**config.mk**
```make
export PLATFORM = sky130hd
export DESIGN_NAME = msa_mem_map
export DESIGN_NICKNAME = d
export VERILOG_FILES = /design/src/msa_pkg.sv /design/src/msa_agu.sv /design/src/msa_mem_map.sv
export VERILOG_INCLUDE_DIRS = /design/src /design/src/src
export SDC_FILE = /design/constraint.sdc
export NUM_CORES = 1
export LEC_CHECK = 0
export BUFFER_PORTS_ARGS = -buffer_cell sky130_fd_sc_hd__buf_2
export CAP_MARGIN = 20
export CORE_MARGIN = 2
export CORE_UTILIZATION = 35
export CTS_CLUSTER_DIAMETER = 200
export DETAILED_ROUTE_END_ITERATION = 8
export MAX_ROUTING_LAYER = met4
export PLACE_DENSITY_LB_ADDON = 0.3
export SLEW_MARGIN = 20
export SYNTH_ARGS = -nofsm -noshare
export SYNTH_HDL_FRONTEND = slang
export SYNTH_SLANG_ARGS = --single-unit
```
**constraint.sdc**
```tcl
create_clock -name ref_clk_i -period 2.9 [get_ports ref_clk_i]
set_clock_uncertainty 0.1 [all_clocks]
set_input_delay 0.58 -clock ref_clk_i [delete_from_list [all_inputs] [get_ports ref_clk_i]]
set_output_delay 0.58 -clock ref_clk_i [all_outputs]
set_load 0.05 [all_outputs]
```
**src/msa_cfg.svh**
```systemverilog
// address map constants and timing-free figures for the memory space addressing block
`ifndef MSA_CFG_SVH
`define MSA_CFG_SVH
`define MSA_PC_W        23
`define MSA_PADDR_W     24
`define MSA_EA_W        16
`define MSA_DIR13_W     13
`define MSA_PSV_BIT     15
`define MSA_IMPL_BYTES  16384
`define MSA_RESET_PC    23'h000000
`define MSA_TARGET_PC   23'h000002
`define MSA_PC_STEP     23'h000002
`define MSA_VEC_END     23'h000200
`define MSA_IVT_BASE    23'h000004
`define MSA_IVT_LAST    23'h0000FF
`define MSA_AIVT_BASE   23'h000100
`define MSA_AIVT_LAST   23'h0001FF
`define MSA_VEC_NUM_W   7
`define MSA_VEC_MAX     7'h7D
`define MSA_SFR_LAST    16'h07FF
`define MSA_NEAR_LAST   16'h1FFF
`define MSA_BYTE_STEP   16'h0001
`define MSA_WORD_STEP   16'h0002
`endif

```
**src/msa_pkg.sv**
```systemverilog
// types shared by the memory space addressing block
package msa_pkg;
  typedef enum logic [2:0] {
    ST_BOOT   = 3'b001,
    ST_TARGET = 3'b010,
    ST_RUN    = 3'b100
  } msa_state_t;
  typedef enum logic [1:0] {
    AM_DIR13   = 2'h0,
    AM_DIR16   = 2'h1,
    AM_IND     = 2'h2,
    AM_IND_INC = 2'h3
  } msa_amode_t;
  typedef enum logic [1:0] {
    EXT_NONE = 2'h0,
    EXT_SIGN = 2'h1,
    EXT_ZERO = 2'h2
  } msa_ext_t;
endpackage

```
**src/msa_agu.sv**
```systemverilog
// address generation unit: effective address, pointer update and region decode
`timescale 1ns/1ps
`include "msa_cfg.svh"
module msa_agu #(
  parameter int IMPL_BYTES = `MSA_IMPL_BYTES
) (
  input  wire msa_pkg::msa_amode_t    mode_i,      // addressing mode
  input  wire logic [`MSA_EA_W-1:0]   field_i,     // direct address field
  input  wire logic [`MSA_EA_W-1:0]   ptr_i,       // working register pointer
  input  wire logic                   is_byte_i,   // byte access
  output logic      [`MSA_EA_W-1:0]   ea_o,        // effective address
  output logic      [`MSA_EA_W-1:0]   ptr_next_o,  // pointer after post-increment
  output logic                        misalign_o,  // word access to odd address
  output logic                        psv_o,       // program space window
  output logic                        impl_o,      // implemented data memory
  output logic                        sfr_o        // register region
);
  localparam logic [`MSA_EA_W:0] IMPL_LIM = (`MSA_EA_W+1)'(IMPL_BYTES);

  logic [`MSA_EA_W-1:0] step;

  always_comb begin
    step = is_byte_i ? `MSA_BYTE_STEP : `MSA_WORD_STEP; // RQ10
    ptr_next_o = ptr_i;
    unique case (mode_i)
      msa_pkg::AM_DIR13: begin
        ea_o = {{(`MSA_EA_W-`MSA_DIR13_W){1'b0}}, field_i[`MSA_DIR13_W-1:0]}; // RQ19
      end
      msa_pkg::AM_DIR16: begin
        ea_o = field_i; // RQ6 RQ20
      end
      msa_pkg::AM_IND: begin
        ea_o = ptr_i; // RQ20
      end
      msa_pkg::AM_IND_INC: begin
        ea_o = ptr_i;
        ptr_next_o = ptr_i + step; // RQ10
      end
    endcase
    misalign_o = !is_byte_i && ea_o[0]; // RQ13
    psv_o = ea_o[`MSA_PSV_BIT]; // RQ7
    impl_o = !ea_o[`MSA_PSV_BIT] && ({1'b0, ea_o} < IMPL_LIM); // RQ7 RQ8
    sfr_o = ea_o <= `MSA_SFR_LAST; // RQ17
  end
endmodule

```
**src/msa_mem_map.sv**
```systemverilog
// program counter, vector dispatch and data space access alignment for the core
//
// Functional notes
// (RQ1) program word splits into lower and upper halves
// (RQ2) program counter even, steps by two
// (RQ3) boot at zero, target word at two
// (RQ4) addresses below 0x200 hold fixed vectors
// (RQ5) primary and alternate vector tables per source
// (RQ6) effective address is sixteen bits, byte granular
// (RQ7) bit fifteen selects program space window
// (RQ8) reads outside implemented memory return zero
// (RQ9) low byte even address, high byte odd
// (RQ10) post-increment adds one or two by size
// (RQ11) byte read selects lane, returns low byte
// (RQ12) shared word decode, per-byte write strobes
// (RQ13) odd word access raises address error trap
// (RQ14) misaligned read completes, misaligned write suppressed
// (RQ15) byte load keeps working register high byte
// (RQ16) sign extend and zero extend of byte
// (RQ17) low 2 Kbytes decode as register space
// (RQ18) unused register addresses read zero
// (RQ19) thirteen-bit direct field reaches near space
// (RQ20) sixteen-bit direct or indirect reaches everything
// (RQ21) separate read and write address units
// (RQ22) 24-bit program address from 23-bit counter
`timescale 1ns/1ps
`include "msa_cfg.svh"
module msa_mem_map #(
  parameter int IMPL_BYTES = `MSA_IMPL_BYTES,
  parameter int MEM_AW     = $clog2(IMPL_BYTES) - 1
) (
  input  wire logic                     ref_clk_i,       // core clock
  input  wire logic                     reset_n_i,       // async reset, active low
  input  wire logic                     pc_step_i,       // advance one instruction
  input  wire logic                     pc_back_i,       // retreat one instruction
  input  wire logic                     pc_load_i,       // load branch target
  input  wire logic [`MSA_PC_W-1:0]     pc_load_addr_i,  // branch target
  input  wire logic                     vec_take_i,      // dispatch to vector
  input  wire logic                     vec_alt_i,       // use alternate table
  input  wire logic [`MSA_VEC_NUM_W-1:0] vec_num_i,      // interrupt source number
  input  wire logic                     tbl_rd_i,        // table read of program memory
  input  wire logic [`MSA_PADDR_W-1:0]  tbl_addr_i,      // table read address
  input  wire logic [`MSA_PADDR_W-1:0]  prog_data_i,     // program memory word
  output logic      [`MSA_PADDR_W-1:0]  prog_addr_o,     // program memory address
  output logic      [`MSA_PC_W-1:0]     program_counter_o, // current counter
  output logic                          pc_in_vectors_o, // counter in vector area
  output logic                          boot_done_o,     // reset jump resolved
  output logic      [15:0]              tbl_data_o,      // table read result
  output logic                          tbl_valid_o,     // table result strobe
  input  wire logic                     rd_req_i,        // data read request
  input  wire logic                     rd_byte_i,       // byte read
  input  wire msa_pkg::msa_amode_t      rd_mode_i,       // read addressing mode
  input  wire logic [`MSA_EA_W-1:0]     rd_field_i,      // read direct field
  input  wire logic [`MSA_EA_W-1:0]     rd_ptr_i,        // read pointer
  input  wire msa_pkg::msa_ext_t        rd_ext_i,        // extend on load
  input  wire logic [15:0]              rd_wreg_i,       // destination register value
  input  wire logic                     wr_req_i,        // data write request
  input  wire logic                     wr_byte_i,       // byte write
  input  wire msa_pkg::msa_amode_t      wr_mode_i,       // write addressing mode
  input  wire logic [`MSA_EA_W-1:0]     wr_field_i,      // write direct field
  input  wire logic [`MSA_EA_W-1:0]     wr_ptr_i,        // write pointer
  input  wire logic [15:0]              wr_data_i,       // write data, byte in low lane
  output logic                          mem_re_o,        // data memory read
  output logic      [MEM_AW-1:0]        mem_raddr_o,     // read word address
  output logic                          mem_rsfr_o,      // read hits register region
  input  wire logic [15:0]              mem_rdata_i,     // data memory word
  input  wire logic                     sfr_ack_i,       // register implemented
  output logic                          mem_we_o,        // data memory write
  output logic      [MEM_AW-1:0]        mem_waddr_o,     // write word address
  output logic      [1:0]               mem_be_o,        // byte lane strobes
  output logic      [15:0]              mem_wdata_o,     // write word
  output logic                          psv_re_o,        // window read
  output logic      [`MSA_PSV_BIT-1:0]  psv_addr_o,      // window byte address
  input  wire logic [15:0]              psv_rdata_i,     // window word
  output logic      [`MSA_EA_W-1:0]     rd_ptr_next_o,   // read pointer update
  output logic      [`MSA_EA_W-1:0]     wr_ptr_next_o,   // write pointer update
  output logic                          rd_valid_o,      // read data strobe
  output logic      [15:0]              rd_data_o,       // placed read data
  output logic      [15:0]              wreg_data_o,     // merged register value
  output logic                          addr_err_trap_o  // address error trap pulse
);
  msa_pkg::msa_state_t state;
  msa_pkg::msa_state_t next_state;
  logic [`MSA_PC_W-1:0] pc;
  logic [`MSA_PC_W-1:0] next_pc;
  logic [`MSA_PC_W-1:0] vec_addr;
  logic [`MSA_VEC_NUM_W-1:0] vec_idx;

  // vector slot past the table end would alias the next region
  function automatic logic [`MSA_VEC_NUM_W-1:0] clamp_vec(input logic [`MSA_VEC_NUM_W-1:0] n);
    return (n > `MSA_VEC_MAX) ? `MSA_VEC_MAX : n;
  endfunction

  function automatic logic [`MSA_PC_W-1:0] even(input logic [`MSA_PC_W-1:0] a);
    return {a[`MSA_PC_W-1:1], 1'b0};
  endfunction

  always_comb begin
    vec_idx = clamp_vec(vec_num_i);
    vec_addr = (vec_alt_i ? `MSA_AIVT_BASE : `MSA_IVT_BASE)
             + {{(`MSA_PC_W-`MSA_VEC_NUM_W-1){1'b0}}, vec_idx, 1'b0}; // RQ5
    next_state = state;
    next_pc = pc;
    unique case (state)
      msa_pkg::ST_BOOT: begin
        next_state = msa_pkg::ST_TARGET;
        next_pc = `MSA_TARGET_PC; // RQ3
      end
      msa_pkg::ST_TARGET: begin
        next_state = msa_pkg::ST_RUN;
        next_pc = even(prog_data_i[`MSA_PC_W-1:0]); // RQ3
      end
      msa_pkg::ST_RUN: begin
        if (tbl_rd_i) begin
          next_pc = pc;
        end else if (vec_take_i) begin
          next_pc = vec_addr; // RQ4 RQ5
        end else if (pc_load_i) begin
          next_pc = even(pc_load_addr_i); // RQ2
        end else if (pc_step_i) begin
          next_pc = pc + `MSA_PC_STEP; // RQ2
        end else if (pc_back_i) begin
          next_pc = pc - `MSA_PC_STEP; // RQ2
        end
      end
    endcase
  end

  always_ff @(posedge ref_clk_i or negedge reset_n_i) begin
    if (!reset_n_i) begin
      state <= msa_pkg::ST_BOOT;
      pc <= `MSA_RESET_PC; // RQ3
    end else begin
      state <= next_state;
      pc <= next_pc;
    end
  end

  // program memory is read combinationally; a table read borrows the port
  always_comb begin
    if (tbl_rd_i && state == msa_pkg::ST_RUN) begin
      prog_addr_o = {tbl_addr_i[`MSA_PADDR_W-1:1], 1'b0}; // RQ1
    end else begin
      prog_addr_o = {1'b0, pc}; // RQ22
    end
  end
  assign program_counter_o = pc;
  assign pc_in_vectors_o = pc < `MSA_VEC_END; // RQ4
  assign boot_done_o = state == msa_pkg::ST_RUN;

  logic [15:0] next_tbl_data;
  logic        next_tbl_valid;

  always_comb begin
    next_tbl_valid = tbl_rd_i && state == msa_pkg::ST_RUN;
    next_tbl_data = tbl_data_o;
    if (next_tbl_valid) begin
      // upper half carries only eight implemented bits
      next_tbl_data = tbl_addr_i[0] ? {8'h00, prog_data_i[23:16]} : prog_data_i[15:0]; // RQ1
    end
  end

  always_ff @(posedge ref_clk_i or negedge reset_n_i) begin
    if (!reset_n_i) begin
      tbl_data_o <= 16'h0000;
      tbl_valid_o <= 1'b0;
    end else begin
      tbl_data_o <= next_tbl_data;
      tbl_valid_o <= next_tbl_valid;
    end
  end

  logic [`MSA_EA_W-1:0] rd_ea, wr_ea, rd_pn, wr_pn;
  logic                 rd_mis, rd_psv, rd_impl, rd_sfr;
  logic                 wr_mis, wr_impl;

  msa_agu #(.IMPL_BYTES(IMPL_BYTES)) u_rd_agu ( // RQ21
    .mode_i     (rd_mode_i),
    .field_i    (rd_field_i),
    .ptr_i      (rd_ptr_i),
    .is_byte_i  (rd_byte_i),
    .ea_o       (rd_ea),
    .ptr_next_o (rd_pn),
    .misalign_o (rd_mis),
    .psv_o      (rd_psv),
    .impl_o     (rd_impl),
    .sfr_o      (rd_sfr)
  );

  msa_agu #(.IMPL_BYTES(IMPL_BYTES)) u_wr_agu ( // RQ21
    .mode_i     (wr_mode_i),
    .field_i    (wr_field_i),
    .ptr_i      (wr_ptr_i),
    .is_byte_i  (wr_byte_i),
    .ea_o       (wr_ea),
    .ptr_next_o (wr_pn),
    .misalign_o (wr_mis),
    .psv_o      (),
    .impl_o     (wr_impl),
    .sfr_o      ()
  );

  // stage 1: address registered toward the memories
  logic                 r1_valid, r1_byte, r1_impl, r1_psv, r1_sfr;
  logic [`MSA_EA_W-1:0] r1_ea;
  msa_pkg::msa_ext_t    r1_ext;
  logic [15:0]          r1_wold;
  logic                 w1_valid, w1_byte, w1_ok;
  logic [`MSA_EA_W-1:0] w1_ea;
  logic [15:0]          w1_data;
  logic                 next_trap;

  always_comb begin
    next_trap = (rd_req_i && rd_mis) || (wr_req_i && wr_mis); // RQ13
  end

  always_ff @(posedge ref_clk_i or negedge reset_n_i) begin
    if (!reset_n_i) begin
      r1_valid <= 1'b0;
      r1_byte <= 1'b0;
      r1_impl <= 1'b0;
      r1_psv <= 1'b0;
      r1_sfr <= 1'b0;
      r1_ea <= 16'h0000;
      r1_ext <= msa_pkg::EXT_NONE;
      r1_wold <= 16'h0000;
      w1_valid <= 1'b0;
      w1_byte <= 1'b0;
      w1_ok <= 1'b0;
      w1_ea <= 16'h0000;
      w1_data <= 16'h0000;
      rd_ptr_next_o <= 16'h0000;
      wr_ptr_next_o <= 16'h0000;
      addr_err_trap_o <= 1'b0;
    end else begin
      r1_valid <= rd_req_i;
      r1_byte <= rd_byte_i;
      r1_impl <= rd_impl;
      r1_psv <= rd_psv;
      r1_sfr <= rd_sfr;
      r1_ea <= rd_ea;
      r1_ext <= rd_ext_i;
      r1_wold <= rd_wreg_i;
      w1_valid <= wr_req_i;
      w1_byte <= wr_byte_i;
      w1_ok <= wr_impl && !wr_mis; // RQ14
      w1_ea <= wr_ea;
      w1_data <= wr_data_i;
      rd_ptr_next_o <= rd_pn;
      wr_ptr_next_o <= wr_pn;
      addr_err_trap_o <= next_trap;
    end
  end

  // one word decode for memory and registers; lanes only split on write
  assign mem_re_o = r1_valid && r1_impl; // RQ12
  assign mem_raddr_o = r1_ea[MEM_AW:1];
  assign mem_rsfr_o = r1_valid && r1_sfr;
  assign psv_re_o = r1_valid && r1_psv; // RQ7
  assign psv_addr_o = r1_ea[`MSA_PSV_BIT-1:0];
  assign mem_we_o = w1_valid && w1_ok; // RQ14
  assign mem_waddr_o = w1_ea[MEM_AW:1];
  assign mem_be_o = w1_byte ? (w1_ea[0] ? 2'b10 : 2'b01) : 2'b11; // RQ9 RQ12
  assign mem_wdata_o = w1_byte ? {w1_data[7:0], w1_data[7:0]} : w1_data;

  // stage 2: lane select and register merge
  logic [15:0] src_word, next_rd_data, next_wreg;
  logic [7:0]  sel_byte;

  always_comb begin
    if (r1_impl) begin
      src_word = (r1_sfr && !sfr_ack_i) ? 16'h0000 : mem_rdata_i; // RQ18
    end else if (r1_psv) begin
      src_word = psv_rdata_i;
    end else begin
      src_word = 16'h0000; // RQ8
    end
    sel_byte = r1_ea[0] ? src_word[15:8] : src_word[7:0]; // RQ9 RQ11
    next_rd_data = r1_byte ? {8'h00, sel_byte} : src_word; // RQ11
    unique case (r1_ext)
      msa_pkg::EXT_SIGN: next_wreg = {{8{next_rd_data[7]}}, next_rd_data[7:0]}; // RQ16
      msa_pkg::EXT_ZERO: next_wreg = {8'h00, next_rd_data[7:0]}; // RQ16
      default: next_wreg = r1_byte ? {r1_wold[15:8], sel_byte} : src_word; // RQ15
    endcase
  end

  always_ff @(posedge ref_clk_i or negedge reset_n_i) begin
    if (!reset_n_i) begin
      rd_valid_o <= 1'b0;
      rd_data_o <= 16'h0000;
      wreg_data_o <= 16'h0000;
    end else begin
      rd_valid_o <= r1_valid; // RQ14
      rd_data_o <= next_rd_data;
      wreg_data_o <= next_wreg;
    end
  end

  chk_pc_even_step: assert property (@(posedge ref_clk_i) disable iff (!reset_n_i) // RQ2
    state == msa_pkg::ST_RUN && pc_step_i && !tbl_rd_i && !vec_take_i && !pc_load_i
    |=> pc == $past(pc) + `MSA_PC_STEP && pc[0] == 1'b0)
    else $error("counter did not step by two");

  chk_boot_sequence: assert property (@(posedge ref_clk_i) disable iff (!reset_n_i) // RQ3
    state == msa_pkg::ST_BOOT |-> prog_addr_o == 24'h000000 ##1 prog_addr_o == 24'h000002)
    else $error("boot fetch order wrong");

  logic vec_alt_i_d;
  always_ff @(posedge ref_clk_i or negedge reset_n_i) begin
    if (!reset_n_i) begin
      vec_alt_i_d <= 1'b0;
    end else begin
      vec_alt_i_d <= vec_alt_i;
    end
  end

  chk_vector_range: assert property (@(posedge ref_clk_i) disable iff (!reset_n_i) // RQ5
    state == msa_pkg::ST_RUN && vec_take_i && !tbl_rd_i
    |=> pc >= `MSA_IVT_BASE && pc <= (vec_alt_i_d ? `MSA_AIVT_LAST : `MSA_IVT_LAST))
    else $error("vector outside its table");

  chk_write_suppress: assert property (@(posedge ref_clk_i) disable iff (!reset_n_i) // RQ14
    wr_req_i && !wr_byte_i && wr_ea[0] |=> !mem_we_o && addr_err_trap_o)
    else $error("misaligned write reached memory");

  chk_read_completes: assert property (@(posedge ref_clk_i) disable iff (!reset_n_i) // RQ13
    rd_req_i && !rd_byte_i && rd_ea[0] |=> addr_err_trap_o ##1 rd_valid_o)
    else $error("misaligned read lost");

  chk_byte_strobe: assert property (@(posedge ref_clk_i) disable iff (!reset_n_i) // RQ12
    wr_req_i && wr_byte_i && wr_impl |=> mem_we_o && mem_be_o == ($past(wr_ea[0]) ? 2'b10 : 2'b01))
    else $error("byte write strobe wrong lane");

  chk_outside_zero: assert property (@(posedge ref_clk_i) disable iff (!reset_n_i) // RQ8
    rd_req_i && !rd_impl && !rd_psv |=> ##1 rd_data_o == 16'h0000)
    else $error("unimplemented read not zero");

  chk_byte_high_keep: assert property (@(posedge ref_clk_i) disable iff (!reset_n_i) // RQ15
    rd_req_i && rd_byte_i && rd_ext_i == msa_pkg::EXT_NONE
    |=> ##1 wreg_data_o[15:8] == $past(rd_wreg_i[15:8], 2) && rd_data_o[15:8] == 8'h00)
    else $error("byte load touched high byte");

  chk_sign_extend: assert property (@(posedge ref_clk_i) disable iff (!reset_n_i) // RQ16
    r1_valid && r1_ext == msa_pkg::EXT_SIGN |=> wreg_data_o[15:8] == {8{wreg_data_o[7]}})
    else $error("sign extend wrong");

  chk_window_route: assert property (@(posedge ref_clk_i) disable iff (!reset_n_i) // RQ7
    rd_req_i && rd_ea[15] |=> psv_re_o && !mem_re_o)
    else $error("window read misrouted");

  chk_post_increment: assert property (@(posedge ref_clk_i) disable iff (!reset_n_i) // RQ10
    rd_req_i && rd_mode_i == msa_pkg::AM_IND_INC
    |=> rd_ptr_next_o == 16'($past(rd_ptr_i) + ($past(rd_byte_i) ? 16'h0001 : 16'h0002)))
    else $error("pointer step wrong");
endmodule

```
==> impl_metrics.env, run 1 <==
export IMPL_status="finished, final reports clean"
export IMPL_final_cells=1646
export IMPL_cts_buffer_depth=2
export IMPL_syn_to_final_growth_pct=39.18
export IMPL_io_buffer_count=408
export IMPL_cts_sinks=171
export IMPL_setup_viol=0
export IMPL_reg2reg_slack_ns=0.31
export IMPL_drt_wl_total_mm=27.85
export IMPL_grt_max_degree=74
export IMPL_syn_inst=870
export IMPL_cts_buffers=17
export IMPL_drt_initial_drc_count=407
export IMPL_final_nets=1564
export IMPL_crit_arrival_ns=2.10
export IMPL_root_buffer="clkbuf_16"
export IMPL_maxSlewHeadroom_pct=42.07
export IMPL_layout_commonest_cell="buf_2"
export IMPL_timing_rr_end="program_counter_o[22]"
export IMPL_synth_edf_count=0
export IMPL_hp_class="in -> reg"
export IMPL_first_global_vias=8034
export IMPL_ir_worst_vdd_mv=0.2838
export IMPL_critPathMaxFanout=13
export IMPL_grt_pass1_wl_mm=42.75
export IMPL_start_util_pct=35.74
export IMPL_routedWlPerCell_um=16.92
export IMPL_min_to="w1_data[12]"
export IMPL_reg2reg_from="state[0]"
export IMPL_tritoncts="yes"
export IMPL_grt_overflow=0
export IMPL_crit_path_start_kind="flop"
export IMPL_min_from="wr_data_i[12]"
export IMPL_layout_drive_gt1_share_pct=43.53
export IMPL_final_period_utilization_pct=95.73
export IMPL_tightest_slew_ns=0.8624
export IMPL_min_period_ns=2.776
export IMPL_fin_area_um2=12130
export IMPL_synth_seq_cells=171
export IMPL_yosysUniqueCellTypes=64
export IMPL_final_cell_mix="385 x buf_2, 170 x dfrtp_1, 136 x nand2_1"
export IMPL_gp_congestion=0.9156
export IMPL_htreeDepth=4
export IMPL_drtPass1Iterations=5
export IMPL_final_max_slew_viol_count=0
export IMPL_seq_area_frac_synth_pct=49.10
export IMPL_p_leak_nw=6.312
export IMPL_rsz0062_at_grt="false"
export IMPL_drv_cap=0
export IMPL_clock_latency_ns=0.42
export IMPL_min_path_cells=1
export IMPL_r2r_cells=9
export IMPL_dominantRegCellSynth="dfrtp_1"
export IMPL_die_x_um=161.8
export IMPL_synth_area_um2=8717
export IMPL_ant_nets=0
export IMPL_ys_warn_count=0
export IMPL_num_vias=8099
export IMPL_final_hold_viol_count=0
export IMPL_critPathKind="reg -> out"
export IMPL_p_per_area_nw_per_um2=507.6
export IMPL_rows=57
export IMPL_fmax_mhz=360.2
export IMPL_dieHeight_um=161.8
export IMPL_crit_path_end_kind="output port"
export IMPL_dp_hpwl_mm=21.79
export IMPL_dp_cells=1608
export IMPL_vias_per_cell=4.920
export IMPL_place_area_um2=11380
export IMPL_cp_required_ns=2.22
export IMPL_globalRouteTotalUtil_pct=21.37
export IMPL_ios=420
export IMPL_route_detailed_drc=0
export IMPL_core_um2=24390
export IMPL_nFillCells=2332
export IMPL_synth_area_per_cell_um2=10.02
export IMPL_dieArea_um2=26180
export IMPL_async_flop_share_pct=100.0
export IMPL_antenna_found_initial=1
export IMPL_final_util_pct=49.74
export IMPL_clkSlewWorstSetupHoldPaths_ns=0.08
per-layer routing:
layer | wire, um | vias to the layer above | global-route usage [%]
li1 | - | 3913 | -
met1 | 11480 | 3820 | 25.94
met2 | 13970 | 326 | 36.36
met3 | 1815 | 40 | 4.213
met4 | 588 | 0 | 5.994
met5 | 0 | - | -
sequential cells by signal, indices dropped and copies added (netlist names), 2 cells and up:
register,count
program_counter_o,22
state,3
wr_ptr_next_o,16
rd_data_o,16
w1_data,16
wreg_data_o,16
r1_wold,8
w1_ea,14
rd_ptr_next_o,16
tbl_data_o,16
r1_ea,15
r1_ext,2
metrics by stage:
step	power, W	hold WS, ns	worst slack [ns]	setup TNS, ns
floorplan	0.003464	0.1844	-0.009992	-0.009992
global placement	0.003913	0.2932	-0.1989	-1.278
detailed placement	0.003922	0.2958	-0.3268	-1.953
CTS	0.006249	0.1336	0.01430	0
global route	0.006449	0.1253	0.01733	0
finish	0.006159	0.1566	0.1240	0
critical path: stages (launching register included):
cell and delay [ns]:
dfrtp_1 0.41, or3b_4 0.44, inv_2 0.10, nand2_4 0.10, clkinvlp_4 0.13, buf_12 0.16, nand2_1 0.06, o21ai_1 0.07
buf_4 0.21
cell families (layout without fill, tap and decap cells):
| family | after synthesis | count (layout) | synth area share, % |
|---|---|---|---|
| buffers and inverters | 90 | 540 | 5.655 |
| other | 1 | 3 | 0.04302 |
| XOR/XNOR | 48 | 48 | 4.823 |
| adder cells (fa/ha/maj) | 31 | 31 | 4.708 |
| multiplexers | 50 | 50 | 6.301 |
| flip-flops | 171 | 171 | 49.10 |
| AO/OA/AOI/OAI | 201 | 201 | 14.80 |
| AND/OR/NAND/NOR | 278 | 278 | 14.57 |
cells in the mapped netlist, types with 9 or more instances:
| master | n | area [um^2] |
|---|---|---|
| nand3_1 | 24 | 120.1 |
| a222oi_1 | 10 | 100.1 |
| a22oi_1 | 12 | 90.09 |
| mux2i_1 | 11 | 110.1 |
| a21oi_1 | 48 | 240.2 |
| nor2_1 | 43 | 161.4 |
| nand2b_1 | 13 | 81.33 |
| dfrtp_1 | 170 | 4254 |
| clkbuf_1 | 26 | 97.59 |
| nand2_1 | 136 | 510.5 |
| inv_1 | 16 | 60.06 |
| buf_4 | 36 | 270.3 |
| xor2_1 | 24 | 210.2 |
| a31oi_1 | 14 | 87.58 |
| and3_1 | 13 | 81.33 |
| xnor2_1 | 24 | 210.2 |
| ha_1 | 28 | 350.3 |
| mux2_2 | 39 | 439.2 |
| and2_1 | 10 | 62.56 |
| o21ai_0 | 63 | 315.3 |
| nor3_1 | 9 | 45.04 |
| nor2b_1 | 11 | 68.82 |
worst max-delay path by stage:
stage	start	to	slack [ns]	cells past startpoint
after CTS	state[2]	prog_addr_o[22]	0.01	8
after global placement	pc_step_i	program_counter_o[21]	-0.20	12
after floorplan	pc_step_i	program_counter_o[22]	-0.01	9
after detailed placement	pc_step_i	program_counter_o[13]	-0.33	12
final	state[1]	prog_addr_o[22]	0.12	8
after global routing	pc_step_i	program_counter_o[13]	0.02	12
power breakdown:
part           leakage [nW]  internal (W)  switching, W  total [W]
clock network         0.277       0.00122       0.00107    0.00229
logic                  3.91      0.000393      0.000916    0.00131
registers              2.13       0.00252     0.0000480    0.00256
total                  6.31       0.00413       0.00203    0.00616
timing repair:
| action | CTS | global route |
|---|---|---|
| cloned | 0 | 1 |
| endpoints found under the hold margin | 31 | 0 |
| endpoints found under the setup margin | 22 | 25 |
| pin swaps | 0 | 2 |
| setup buffers | 0 | 3 |
| gates resized for setup | 26 | 10 |
| hold buffers | 1 | 0 |
area by class of cell:
class	count	area [um^2]	share of cell area [%]
tap	324	405.4	3.341
timing repair buffer	490	2805	23.12
clock inverter	14	156.4	1.289
clock buffer	18	429.2	3.537
multi-input combinational	610	3979	32.79
antenna	1	2.502	0.02062
inverter	18	75.07	0.6187
sequential	171	4280	35.28
No activity file was read; power rests on OpenSTA's default activity.
==> inputs of run 2 (changes only) <==
--- a/config.mk
+++ b/config.mk
@@ -10,6 +10,7 @@
 export CAP_MARGIN = 20
 export CORE_MARGIN = 2
 export CORE_UTILIZATION = 35
+export CTS_BUF_LIST = sky130_fd_sc_hd__clkbuf_4 sky130_fd_sc_hd__clkbuf_8
 export CTS_CLUSTER_DIAMETER = 200
 export DETAILED_ROUTE_END_ITERATION = 8
 export MAX_ROUTING_LAYER = met4
@@ -17,4 +18,5 @@
 export SLEW_MARGIN = 20
 export SYNTH_ARGS = -nofsm -noshare
 export SYNTH_HDL_FRONTEND = slang
+export SYNTH_HIERARCHICAL = 1
 export SYNTH_SLANG_ARGS = --single-unit
==> impl_metrics.env, run 2 <==
export IMPL_globalRouteTotalUtil_pct=22.50
export IMPL_route_detailed_drc=0
export IMPL_cts_buffers=17
export IMPL_critPathMaxFanout=9
export IMPL_critPathTopFamily="compound AO/OA/AOI/OAI gates"
export IMPL_dp_cells=1604
export IMPL_io_buffer_count=408
export IMPL_p_per_area_nw_per_um2=474.0
export IMPL_cp_cell_sequence="buf_2, clkinvlp_4, ha_1, nor2b_1, o31a_1, o211ai_1, a21oi_1, a2111oi_1, nor3_1, a221oi_1, o31ai_2"
export IMPL_maxSlewHeadroom_pct=24.84
export IMPL_fmax_mhz=359.9
export IMPL_rows=58
export IMPL_final_nets=1550
export IMPL_synth_area_um2=8837
export IMPL_crit_arrival_ns=3.03
export IMPL_startpoint="pc_step_i"
export IMPL_highest_layer="met4"
export IMPL_path_buf_inv=2
export IMPL_final_util_pct=47.93
export IMPL_routedWlPerCell_um=18.01
export IMPL_num_vias=8073
export IMPL_core_um2=24960
export IMPL_p_total_w=0.005671
export IMPL_ant_nets=0
export IMPL_fin_area_um2=11960
export IMPL_largest_reg_flops=22
export IMPL_place_area_um2=11490
export IMPL_r2r_cells=9
export IMPL_antenna_found_initial=3
export IMPL_grt_overflow=0
export IMPL_min_from="wr_data_i[7]"
export IMPL_gp_congestion=0.9210
export IMPL_setup_slack_ns=0.1212
export IMPL_min_path_cells=1
export IMPL_p_leak_nw=6.198
export IMPL_reg2reg_slack_ns=0.16
export IMPL_cts_sinks=169
export IMPL_ios=420
export IMPL_drtPass1Iterations=6
export IMPL_layout_commonest_cell="buf_2"
export IMPL_ir_worst_vdd_mv=0.3280
export IMPL_tritoncts="yes"
export IMPL_syn_inst=868
export IMPL_rsz0062_at_grt="false"
export IMPL_status="finished, final reports clean"
export IMPL_min_to="w1_data[7]"
export IMPL_postCtsSetupBuffers=0
export IMPL_grt_pass1_wl_mm=43.88
export IMPL_min_period_ns=2.779
export IMPL_htreeDepth=4
export IMPL_routed_wl_met2_mm=14.85
export IMPL_hp_class="in -> reg"
export IMPL_final_cell_mix="407 x buf_2, 168 x dfrtp_1, 112 x nand2_1"
export IMPL_final_max_slew_viol_count=0
export IMPL_drt_initial_drc_count=460
export IMPL_layout_drive_gt1_share_pct=45.68
export IMPL_first_global_vias=7935
export IMPL_met3_wirelength_mm=2.143
export IMPL_ys_warn_count=6
export IMPL_clock_latency_ns=0.46
export IMPL_dp_hpwl_mm=23.86
export IMPL_reg2reg_from="program_counter_o[3]"
export IMPL_synth_area_per_cell_um2=10.18
export IMPL_drv_cap=0
export IMPL_grt_max_degree=58
export IMPL_vias_per_cell=4.923
export IMPL_die_x_um=162.9
export IMPL_crit_path_start_kind="input pin"
export IMPL_clkSlewWorstSetupHoldPaths_ns=0.13
export IMPL_setup_viol=0
export IMPL_drt_wl_total_mm=29.54
export IMPL_final_cells=1640
export IMPL_nFillCells=2430
export IMPL_dieArea_um2=26540
export IMPL_crit_path_end_kind="flop"
export IMPL_cp_slowest_stage_delay_ns=0.43
export IMPL_final_period_utilization_pct=95.82
export IMPL_critPathKind="in -> reg"
export IMPL_tightest_slew_ns=1.125
export IMPL_cp_required_ns=3.15
export IMPL_timing_rr_end="program_counter_o[17]"
export IMPL_start_util_pct=35.40
export IMPL_cts_buffer_depth=2
export IMPL_cpMaxStageDelayCell="a2111oi_1"
export IMPL_wl_met1_mm=11.79
export IMPL_final_hold_viol_count=0
export IMPL_dieHeight_um=162.9
export IMPL_syn_to_final_growth_pct=35.38
export IMPL_dp_worst_setup_slack_ns=-0.3979
export IMPL_root_buffer="clkbuf_8"
## run 2: cell count changes in the layout (fill, tap and decap cells not counted), moves of 17 or more
| cell | previous run | this run |
|---|---|---|
| nand2_2 | 0 | 21 |
| clkbuf_16 | 18 | 0 |
| clkbuf_8 | 0 | 17 |
| nand2_1 | 136 | 112 |
| buf_2 | 385 | 407 |
| buf_4 | 96 | 69 |
## run 2: worst max path at each step
stage	end	slack, ns	depth (start not counted)
finish	program_counter_o[17]	0.12	11
global route	program_counter_o[17]	0.01	11
CTS	prog_addr_o[22]	0.07	6
detailed placement	program_counter_o[17]	-0.40	11
global placement	program_counter_o[17]	-0.34	11
floorplan	program_counter_o[17]	-0.10	10
## run 2: per-stage QoR
stage                     TNS [ns]  hold slack (ns)
final                            0          0.09942
after global routing             0          0.06254
after CTS                        0          0.06307
after detailed placement    -2.336           0.2939
after global placement      -1.860           0.2886
after floorplan            -0.2746           0.1844
## run 2: per-layer routing
| layer | track usage [%] | vias up |
|---|---|---|
| met4 | 7.683 | 0 |
| met3 | 5.475 | 40 |
| li1 | - | 3883 |
| met2 | 37.37 | 325 |
| met5 | - | - |
| met1 | 26.81 | 3825 |
## run 2: cell type report
cell class	count	area (um^2)	share of cell area (%)
antenna	3	7.507	0.06275
clock inverter	15	209.0	1.746
sequential	169	4230	35.36
multi-input combinational	608	4170	34.86
clock buffer	17	234.0	1.956
inverter	17	72.57	0.6066
tap	330	412.9	3.451
timing repair buffer	481	2628	21.96
## run 2: where the power goes
part           total (W)  switching (W)  internal (W)
clock network    0.00180        0.00111      0.000692
registers        0.00253      0.0000471       0.00248
logic            0.00134       0.000940      0.000401
total            0.00567        0.00210       0.00358
## run 2: repair_timing
item,4_1_cts,5_1_grt
hold endpoints to repair,49,0
setup endpoints to repair,6,5
gates resized for setup,1,4
hold buffers,1,0
